==> src/smc_params.svh <==
`ifndef SMC_PARAMS_SVH
`define SMC_PARAMS_SVH

// register word indices
`define SMC_REG_CMD          4'h0
`define SMC_REG_CMD_LAST     4'h1
`define SMC_REG_CMD_FREE     4'h2
`define SMC_REG_URG          4'h3
`define SMC_REG_URG_FREE     4'h4
`define SMC_REG_RSP_DATA     4'h5
`define SMC_REG_RSP_LEVEL    4'h6
`define SMC_REG_IRQ_MASK     4'h7
`define SMC_REG_IRQ_FLAGS    4'h8

// irq bit positions and reset
`define SMC_IRQ_CMD_NOT_FULL 1
`define SMC_IRQ_RSP_VALID    0
`define SMC_IRQ_MASK_RESET   2'h0

// response level register fields
`define SMC_LVL_EOP          1
`define SMC_LVL_SOP          0
`define SMC_LVL_COUNT_LSB    2

// header fields
`define SMC_HDR_TAG_MSB      27
`define SMC_HDR_TAG_LSB      24
`define SMC_HDR_LEN_MSB      22
`define SMC_HDR_LEN_LSB      12
`define SMC_HDR_FLAG_BIT     11
`define SMC_HDR_CODE_MSB     10

// command codes
`define SMC_CODE_NO_OPERATION_CMD        11'h000
`define SMC_CODE_IDENT       11'h010
`define SMC_CODE_UNIQUE_ID   11'h012
`define SMC_CODE_VOLTAGE     11'h018
`define SMC_CODE_TEMP        11'h019
`define SMC_CODE_FLASH_OPEN  11'h032
`define SMC_CODE_FLASH_CLOSE 11'h033
`define SMC_CODE_FLASH_CS    11'h034
`define SMC_CODE_FLASH_RREG  11'h035
`define SMC_CODE_FLASH_WREG  11'h036
`define SMC_CODE_FLASH_OP    11'h037
`define SMC_CODE_FLASH_ERASE 11'h038
`define SMC_CODE_FLASH_WRITE 11'h039
`define SMC_CODE_FLASH_READ  11'h03a

// response codes
`define SMC_RSP_OK           11'd0
`define SMC_RSP_MALFORMED    11'd1
`define SMC_RSP_UNK_BOOT     11'd2
`define SMC_RSP_UNK_FW       11'd3
`define SMC_RSP_UNCONFIG     11'd256
`define SMC_RSP_BUSY         11'd511
`define SMC_RSP_NO_RESP      11'd767
`define SMC_RSP_ERROR        11'd1023

// fifo geometry
`define SMC_FIFO_DEPTH       4
`define SMC_FIFO_AW          2
`define SMC_LVL_W            3

`endif

==> src/smc_pkg.sv <==
package smc_pkg;

    typedef struct packed {
        logic [3:0]  rsvd;
        logic [3:0]  request_tag;
        logic        rsvd0;
        logic [10:0] arg_count;
        logic        flag;
        logic [10:0] code;
    } smc_header_t;

    typedef struct packed {
        logic        packet_first_marker;
        logic        eop;
        logic [31:0] data;
    } smc_beat_t;

    typedef enum logic [1:0] {
        SMC_SRC_IDLE,
        SMC_SRC_URGENT,
        SMC_SRC_NORMAL
    } smc_src_t;

    typedef struct packed {
        logic [1:0]  irq_mask;
        logic        irq;
        logic        rd_valid;
        logic [31:0] rd_data;
        smc_src_t    src;
        logic        sop_next;
    } smc_top_state_t;

endpackage

==> src/smc_fifo.sv <==
`timescale 1ns/100ps
`include "smc_params.svh"

module smc_fifo #(
    parameter int WIDTH = 34,
    parameter int DEPTH = `SMC_FIFO_DEPTH,
    parameter int AW    = `SMC_FIFO_AW
) (
    input  wire logic             clk_i,
    input  wire logic             resetn_i,
    // fill side
    input  wire logic             in_valid_i,
    output logic                  in_ready_o,
    input  wire logic [WIDTH-1:0] in_data_i,
    // drain side
    output logic                  out_valid_o,
    input  wire logic             out_ready_i,
    output logic [WIDTH-1:0]      out_data_o,
    // fill level
    output logic [AW:0]           level_o
);

    typedef struct packed {
        logic [AW-1:0] wr;
        logic [AW-1:0] rd;
        logic [AW:0]   cnt;
    } smc_fifo_state_t;

    smc_fifo_state_t  st_ff;
    smc_fifo_state_t  nxt_st;
    logic [WIDTH-1:0] mem_ff [DEPTH];
    logic             push;
    logic             pop;

    assign in_ready_o  = (st_ff.cnt != DEPTH[AW:0]);
    assign out_valid_o = (st_ff.cnt != '0);
    assign out_data_o  = mem_ff[st_ff.rd];
    assign level_o     = st_ff.cnt;
    assign push        = in_valid_i && in_ready_o;
    assign pop         = out_valid_o && out_ready_i;

    always_comb begin
        nxt_st = st_ff;
        if (push) begin
            nxt_st.wr = st_ff.wr + 1'b1;
        end
        if (pop) begin
            nxt_st.rd = st_ff.rd + 1'b1;
        end
        nxt_st.cnt = st_ff.cnt + {{AW{1'b0}}, push} - {{AW{1'b0}}, pop};
    end

    always_ff @(posedge clk_i or negedge resetn_i) begin
        if (!resetn_i) begin
            st_ff <= '0;
        end else begin
            st_ff <= nxt_st;
        end
    end

    // storage has no reset; only pointers guard it
    always_ff @(posedge clk_i) begin
        if (push) begin
            mem_ff[st_ff.wr] <= in_data_i;
        end
    end

endmodule

==> src/smc_mailbox.sv <==
// Behaviour
// packets are one header word then zero or more argument words, nothing else
// header: tag 27:24, arg count 22:12, flag 11, code 10:0, rest reserved
// response header carries the command's tag back, unchanged by this block
// host keeps header bit 11 zero in commands
// code 0 no-op, 10 ident word, 12 unique id two words low first
// code 18 voltage per mask bit, unsigned sixteen fraction bits
// code 19 temperature per channel, signed eight fraction bits, channel 0 core
// code 32 grabs flash interface if free, 33 releases it
// code 34 chip select in argument bits 31:28, lower bits zero
// code 3a flash read offset and count, at most four kilobytes
// code 39 flash write offset, count, data; ok reply without arguments
// code 38 erase sector-aligned offset, byte count multiple of 64 KB
// codes 35/36/37 flash register read, write, lone opcode; zero padding
// response codes 0,1,2,3,256,511,767,1023 as listed in the header
// word 0 pushes command word, word 1 pushes final word with end marker
// word 2 reads command free space, word 3 pushes urgent, word 4 urgent space
// word 5 pops response, word 6 gives level, end bit 1, start bit 0
// word 7 enable bits reset 0: bit 1 command not full, bit 0 response
// cleared enable only masks interrupt, status still visible
// word 8 read-only status: bit 1 command not full, bit 0 response present
// status follows fifo activity only, writes cannot clear it
// header-only command is a single write to word 1
// command writes while fifo is full are dropped
// host polls word 6 for start, reads header, then count argument words
// interrupt is OR over sources of status AND enable per source, every cycle
// reads answered one cycle later with a valid pulse; word 5 read pops
// commands leave as marked stream; responses stored with markers
`timescale 1ns/100ps
`include "smc_params.svh"

module smc_mailbox (
    // clock and reset
    input  wire logic        clk_i,
    input  wire logic        resetn_i,
    // host register port
    input  wire logic [3:0]  reg_address_i,
    input  wire logic        reg_write_i,
    input  wire logic        reg_read_i,
    input  wire logic [31:0] reg_writedata_i,
    output logic      [31:0] reg_readdata_o,
    output logic             reg_readdatavalid_o,
    // interrupt
    output logic             irq_o,
    // command stream to manager
    output logic             cmd_valid_o,
    input  wire logic        cmd_ready_i,
    output logic      [31:0] cmd_data_o,
    output logic             cmd_sop_o,
    output logic             cmd_eop_o,
    output logic             cmd_urgent_o,
    // response stream from manager
    input  wire logic        rsp_valid_i,
    output logic             rsp_ready_o,
    input  wire logic [31:0] rsp_data_i,
    input  wire logic        rsp_sop_i,
    input  wire logic        rsp_eop_i
);

    localparam int BW = 34;

    smc_pkg::smc_top_state_t st_ff;
    smc_pkg::smc_top_state_t nxt_st;

    smc_pkg::smc_beat_t      cmd_in;
    smc_pkg::smc_beat_t      urg_in;
    smc_pkg::smc_beat_t      rsp_in;
    smc_pkg::smc_beat_t      cmd_out;
    smc_pkg::smc_beat_t      urg_out;
    smc_pkg::smc_beat_t      rsp_out;

    logic                    cmd_push;
    logic                    urg_push;
    logic                    cmd_in_ready;
    logic                    urg_in_ready;
    logic                    cmd_has;
    logic                    urg_has;
    logic                    cmd_take;
    logic                    urg_take;
    logic                    rsp_has;
    logic                    rsp_pop;
    logic [`SMC_LVL_W-1:0]   cmd_lvl;
    logic [`SMC_LVL_W-1:0]   urg_lvl;
    logic [`SMC_LVL_W-1:0]   rsp_lvl;
    logic [1:0]              flags;
    logic [`SMC_LVL_W-1:0]   depth_c;

    // outgoing stream register
    logic                    out_valid_ff;
    smc_pkg::smc_beat_t      out_beat_ff;
    logic                    out_urg_ff;
    logic                    out_load;

    assign depth_c = `SMC_LVL_W'(`SMC_FIFO_DEPTH);

    // full fifo drops the write: push is qualified by ready
    assign cmd_push = reg_write_i && cmd_in_ready &&
                      (reg_address_i == `SMC_REG_CMD ||
                       reg_address_i == `SMC_REG_CMD_LAST);
    assign urg_push = reg_write_i && urg_in_ready &&
                      (reg_address_i == `SMC_REG_URG);

    // command start marker is derived from packet position, end from the write offset
    always_comb begin
        cmd_in      = '0;
        // header and argument words pass untouched; codes are the manager's business
        cmd_in.data = reg_writedata_i;
        cmd_in.eop  = (reg_address_i == `SMC_REG_CMD_LAST);
        urg_in      = '0;
        urg_in.data = reg_writedata_i;
        urg_in.eop  = 1'b1;
        urg_in.packet_first_marker = 1'b1;
        rsp_in.data = rsp_data_i;
        rsp_in.eop  = rsp_eop_i;
        rsp_in.packet_first_marker = rsp_sop_i;
    end

    smc_fifo #(.WIDTH(BW)) u_cmd_fifo (
        .clk_i       (clk_i),
        .resetn_i    (resetn_i),
        .in_valid_i  (cmd_push),
        .in_ready_o  (cmd_in_ready),
        .in_data_i   (cmd_in),
        .out_valid_o (cmd_has),
        .out_ready_i (cmd_take),
        .out_data_o  (cmd_out),
        .level_o     (cmd_lvl)
    );

    // urgent words are single-word packets
    smc_fifo #(.WIDTH(BW)) u_urg_fifo (
        .clk_i       (clk_i),
        .resetn_i    (resetn_i),
        .in_valid_i  (urg_push),
        .in_ready_o  (urg_in_ready),
        .in_data_i   (urg_in),
        .out_valid_o (urg_has),
        .out_ready_i (urg_take),
        .out_data_o  (urg_out),
        .level_o     (urg_lvl)
    );

    smc_fifo #(.WIDTH(BW)) u_rsp_fifo (
        .clk_i       (clk_i),
        .resetn_i    (resetn_i),
        .in_valid_i  (rsp_valid_i),
        .in_ready_o  (rsp_ready_o),
        .in_data_i   (rsp_in),
        .out_valid_o (rsp_has),
        .out_ready_i (rsp_pop),
        .out_data_o  (rsp_out),
        .level_o     (rsp_lvl)
    );

    assign rsp_pop = reg_read_i && (reg_address_i == `SMC_REG_RSP_DATA);

    // status is raw fifo state, no storage that a write could touch
    assign flags[`SMC_IRQ_CMD_NOT_FULL] = cmd_in_ready;
    assign flags[`SMC_IRQ_RSP_VALID]    = rsp_has;

    // arbiter: urgent wins, but never splits a normal packet in flight
    assign out_load = !out_valid_ff || cmd_ready_i;
    always_comb begin
        urg_take = 1'b0;
        cmd_take = 1'b0;
        if (out_load) begin
            if (st_ff.sop_next && urg_has) begin
                urg_take = 1'b1;
            end else if (cmd_has) begin
                cmd_take = 1'b1;
            end
        end
    end

    always_ff @(posedge clk_i or negedge resetn_i) begin
        if (!resetn_i) begin
            out_valid_ff <= 1'b0;
            out_beat_ff  <= '0;
            out_urg_ff   <= 1'b0;
        end else if (out_load) begin
            out_valid_ff <= urg_take || cmd_take;
            out_urg_ff   <= urg_take;
            if (urg_take) begin
                out_beat_ff <= urg_out;
            end else begin
                out_beat_ff.data <= cmd_out.data;
                out_beat_ff.eop  <= cmd_out.eop;
                out_beat_ff.packet_first_marker <= st_ff.sop_next;
            end
        end
    end

    assign cmd_valid_o  = out_valid_ff;
    assign cmd_data_o   = out_beat_ff.data;
    assign cmd_sop_o    = out_beat_ff.packet_first_marker;
    assign cmd_eop_o    = out_beat_ff.eop;
    assign cmd_urgent_o = out_urg_ff;

    always_comb begin
        nxt_st          = st_ff;
        nxt_st.rd_valid = reg_read_i;
        nxt_st.rd_data  = '0;
        nxt_st.irq      = |(flags & st_ff.irq_mask);
        if (cmd_take) begin
            nxt_st.sop_next = cmd_out.eop;
            nxt_st.src      = cmd_out.eop ? smc_pkg::SMC_SRC_IDLE : smc_pkg::SMC_SRC_NORMAL;
        end else if (urg_take) begin
            nxt_st.src = smc_pkg::SMC_SRC_URGENT;
        end
        if (reg_write_i && reg_address_i == `SMC_REG_IRQ_MASK) begin
            nxt_st.irq_mask = reg_writedata_i[1:0];
        end
        if (reg_read_i) begin
            unique case (reg_address_i)
                `SMC_REG_CMD_FREE: begin
                    nxt_st.rd_data = 32'(depth_c - cmd_lvl);
                end
                `SMC_REG_URG_FREE: begin
                    nxt_st.rd_data = 32'(depth_c - urg_lvl);
                end
                `SMC_REG_RSP_DATA: begin
                    nxt_st.rd_data = rsp_has ? rsp_out.data : 32'h0;
                end
                `SMC_REG_RSP_LEVEL: begin
                    nxt_st.rd_data[`SMC_LVL_COUNT_LSB +: `SMC_LVL_W] = rsp_lvl;
                    nxt_st.rd_data[`SMC_LVL_EOP] = rsp_has && rsp_out.eop;
                    nxt_st.rd_data[`SMC_LVL_SOP] = rsp_has && rsp_out.packet_first_marker;
                end
                `SMC_REG_IRQ_MASK: begin
                    nxt_st.rd_data[1:0] = st_ff.irq_mask;
                end
                `SMC_REG_IRQ_FLAGS: begin
                    nxt_st.rd_data[1:0] = flags;
                end
                default: begin
                    nxt_st.rd_data = 32'h0;
                end
            endcase
        end
    end

    always_ff @(posedge clk_i or negedge resetn_i) begin
        if (!resetn_i) begin
            st_ff          <= '0;
            st_ff.irq_mask <= `SMC_IRQ_MASK_RESET;
            st_ff.src      <= smc_pkg::SMC_SRC_IDLE;
            st_ff.sop_next <= 1'b1;
        end else begin
            st_ff <= nxt_st;
        end
    end

    assign reg_readdata_o      = st_ff.rd_data;
    assign reg_readdatavalid_o = st_ff.rd_valid;
    assign irq_o               = st_ff.irq;

endmodule

==> config.mk <==
export PLATFORM = sky130hd
export DESIGN_NAME = smc_mailbox
export DESIGN_NICKNAME = d
export VERILOG_FILES = /design/src/smc_pkg.sv /design/src/smc_fifo.sv /design/src/smc_mailbox.sv
export VERILOG_INCLUDE_DIRS = /design/src
export SDC_FILE = /design/constraint.sdc
export NUM_CORES = 1
export LEC_CHECK = 0
export ABC_AREA = 1
export BUFFER_PORTS_ARGS = -buffer_cell sky130_fd_sc_hd__buf_4
export CAP_MARGIN = 20
export CELL_PAD_IN_SITES_DETAIL_PLACEMENT = 1
export CELL_PAD_IN_SITES_GLOBAL_PLACEMENT = 2
export CORE_MARGIN = 2
export CORE_UTILIZATION = 45
export CTS_BUF_LIST = sky130_fd_sc_hd__clkbuf_4
export DETAILED_ROUTE_END_ITERATION = 10
export PLACE_DENSITY = 0.87
export SLEW_MARGIN = 20
export SYNTH_ARGS = -nofsm -noshare
export SYNTH_HDL_FRONTEND = slang
export SYNTH_SLANG_ARGS = --single-unit
==> constraint.sdc <==
create_clock -name clk_i -period 5.9 [get_ports clk_i]
set_input_delay 1.475 -clock clk_i [delete_from_list [all_inputs] [get_ports clk_i]]
set_output_delay 1.475 -clock clk_i [all_outputs]
set_load 0.01 [all_outputs]
==> flow_summary.yaml <==
yosys:
  synth_warnings: 0
  synth_nets: 1629
  synthTopCellsByCount: "396 x edfxtp_1, 225 x nand2_1, 196 x nor2_1"
  yosys.area.top_type: "edfxtp_1"
  ys_types: 33
  synth_edf_count: 396
  synth_most_common_cell: "edfxtp_1"
  synth.avg_cell_area_sq_um: 12.7
  synth.area.top_cells: "edfxtp_1 61%, dfrtp_1 12%, nand2_1 4.4%, o21ai_0 4.2%, nor2_1 3.8%"
  synthCells: 1524
  yosysTopAreaCellShare: 0.615
  synth_ff_type: "edfxtp_1"
  ys_seq_elements: 490
  yosysSeqAreaShare: 0.737
  async_reset_ff_frac: 0.192
  synth_area_sq_um: 19300
sta:
  finalCritPeriodShare: 0.531
  setup_viol: 0
  fmax_mhz: 319
  rsz0062_at_grt: "false"
  hold_ws_ns: 0.492
  finalHoldViolCount: 0
  maxSlewHeadroom: 0.280
  tightest_slew_ns: 1.07
  fin_crit_ns: 3.14
  slew_viol_final: 0
  finalSetupTns_ns: 0
  skew_ns: 0.0533
global_routing:
  grtUsageTotal: 0.228
  antenna_found_initial: 6
  grt_max_degree: 70
  grt-ovfl-total: 0
  grt_pass1_wl_um: 76900
  grt_pass1_vias: 14100
floorplan:
  start_util: 0.458
  rows: 75
  ioPinCount: 147
  core_sq_um: 42200
  die_y_um: 211
  die_area_sq_um: 44700
  fp.dieW_um: 211
clock_network:
  numCtsBuffers: 121
  tritoncts: "done"
  hold_buffers: 0
  root_buffer: "clkbuf_4"
  htreeDepth: 3
  clockBufferDepth: 3
  cts_sinks: 490
  post_cts_buffers: 0
  clk_pin_slew_worst_paths_ns: 0.06
  ctsResizeCount: 0
  insertion_delay_ns: 0.87
layout:
  drive_gt1_frac: 0.233
  syn2layout_area_growth_pct: 16.4
  n_fill_cell: 4351
  final_area_sq_um: 22500
  fin_nets: 1812
worst_setup_path:
  required_ns: 4.43
  critPathKind: "flip-flop to primary output"
  arrival_ns: 1.66
  crit_path_end_kind: "primary output"
  critPathLaunchType: "flip-flop"
  crit_fanout: 4
placement:
  io_buffers: 146
  hpwlAfterDp_um: 29200
  place_congestion: 0.748
  placed_cell_area_sq_um: 20800
route:
  vias_per_cell: 5.37
  dr_total_vias: 12700
  drtPass1Iterations: 5
  ant_nets: 0
  drt-total-wl_um: 49700
  routedWlPerCell_um: 21.1
  drt_iter0_markers: 832
  drcViolationCount: 0
worst_hold_path:
  worstHoldPathType: "flip-flop to flip-flop"
pwr:
  powerDensity_nw_per_um2: 453
  pwr-share-seq: 0.437
  p_clk_frac: 0.276
  leakage_nw: 8.58
  p_comb_frac: 0.287
  p_switching_w: 0.00357
  max-vdd-ir-drop_mv: 0.280
  switching_share: 0.350
  internal_power_w: 0.00664
job:
  cap_violations: 0
status:
  status: "complete, no violations"
## worst paths after layout
check                           slack [ns]                       end                  start  cells after the start
max in group asynchronous             3.92        reg_readdata_o[21]               resetn_i                      2
worst min-delay path                  0.49              cmd_urgent_o           cmd_urgent_o                      2
worst max-delay path                  2.76               rsp_ready_o  u_rsp_fifo.level_o[1]                      3
worst max register to register        2.99  u_cmd_fifo.mem_ff[3][28]  u_cmd_fifo.level_o[1]                      7
min in group asynchronous             0.74            cmd_data_o[21]               resetn_i                      1
worst min register to register        0.49              cmd_urgent_o           cmd_urgent_o                      2
## stage by stage
stage	utilization	std cells	setup slack (ns)	power [W]
CTS	0.530	2344	2.67	0.0103
global placement	0.491	2115	1.92	0.00733
finish	0.533	2355	2.76	0.0102
floorplan	-	1524	2.14	0.00634
global route	0.533	2351	2.61	0.0109
detailed placement	0.493	2119	1.89	0.00748
## layer usage
layer / part of all wire / vias up / wire (um) / global-route usage
met3: 0.060 / 71 / 2980 / 0.0620
met4: 0.019 / 2 / 942 / 0.0896
met5: 0.00032 / - / 16 / 0
li1: - / 5796 / - / -
met2: 0.52 / 348 / 25800 / 0.403
met1: 0.40 / 6433 / 20000 / 0.263
## logic make-up (layout without fill, tap and decap cells)
family | after synthesis | count (layout) | share of synthesized area
muxes | 2 | 2 | 0.00116
other | 0 | 7 | 0
buffers and inverters | 184 | 469 | 0.0451
adders and majority gates | 29 | 29 | 0.0199
xor gates and xnor gates | 11 | 11 | 0.00498
AOI/OAI and AO/OA | 277 | 277 | 0.0809
DFF | 490 | 490 | 0.737
and+or+nand+nor | 531 | 531 | 0.111
## state kept, by name (all words and copies together) (netlist names)
signal	cells
u_rsp_fifo.mem_ff	136
u_cmd_fifo.mem_ff	132
u_urg_fifo.mem_ff	128
cmd_data_o	32
reg_readdata_o	32
u_cmd_fifo.st_ff	4
u_rsp_fifo.st_ff	4
u_urg_fifo.st_ff	4
st_ff	3
u_cmd_fifo.level_o	3
u_rsp_fifo.level_o	3
u_urg_fifo.level_o	3
cmd_eop_o	1
cmd_sop_o	1
cmd_urgent_o	1
cmd_valid_o	1
irq_o	1
reg_readdatavalid_o	1
## final cells by class
class,instances,area (sq um),share of cell area
multi-input cells,850,4290,0.191
clock inverters,35,148,0.00656
repair buffers,172,1430,0.0635
diodes,7,17.5,0.000778
flip-flops and latches,490,14200,0.633
clock buffers,190,1430,0.0634
inverters,72,273,0.0121
well taps,539,674,0.0300
## layout by cell type, fill, tap and decap left out, drive strengths merged, types with 2 or more instances in the layout
cell and n:
xor2 8, nand2 227, mux2 2, nand4 3, inv 68, diode 7, clkbuf 190, nand3 97
buf 172, o21ai 163, edfxtp 396, clkinvlp 2, ha 26, nor2 201, xnor2 3, fa 3
o22ai 77, clkinv 37, dfrtp 93, a21oi 35
## power by group through the flow
| stage | Clock (W) | Combinational [W] | Sequential [W] |
|---|---|---|---|
| floorplan | 0 | 0.00183 | 0.00451 |
| global placement | 0 | 0.00282 | 0.00450 |
| detailed placement | 0 | 0.00296 | 0.00453 |
| CTS | 0.00289 | 0.00298 | 0.00446 |
| global route | 0.00306 | 0.00330 | 0.00450 |
| finish | 0.00282 | 0.00293 | 0.00446 |
## worst max-delay path: stages, from the launching register on
cell,delay [ns]
dfrtp_1,0.44
inv_1,0.10
nand3_1,0.13
buf_4,0.18
No activity file was read; power rests on OpenSTA's default activity.
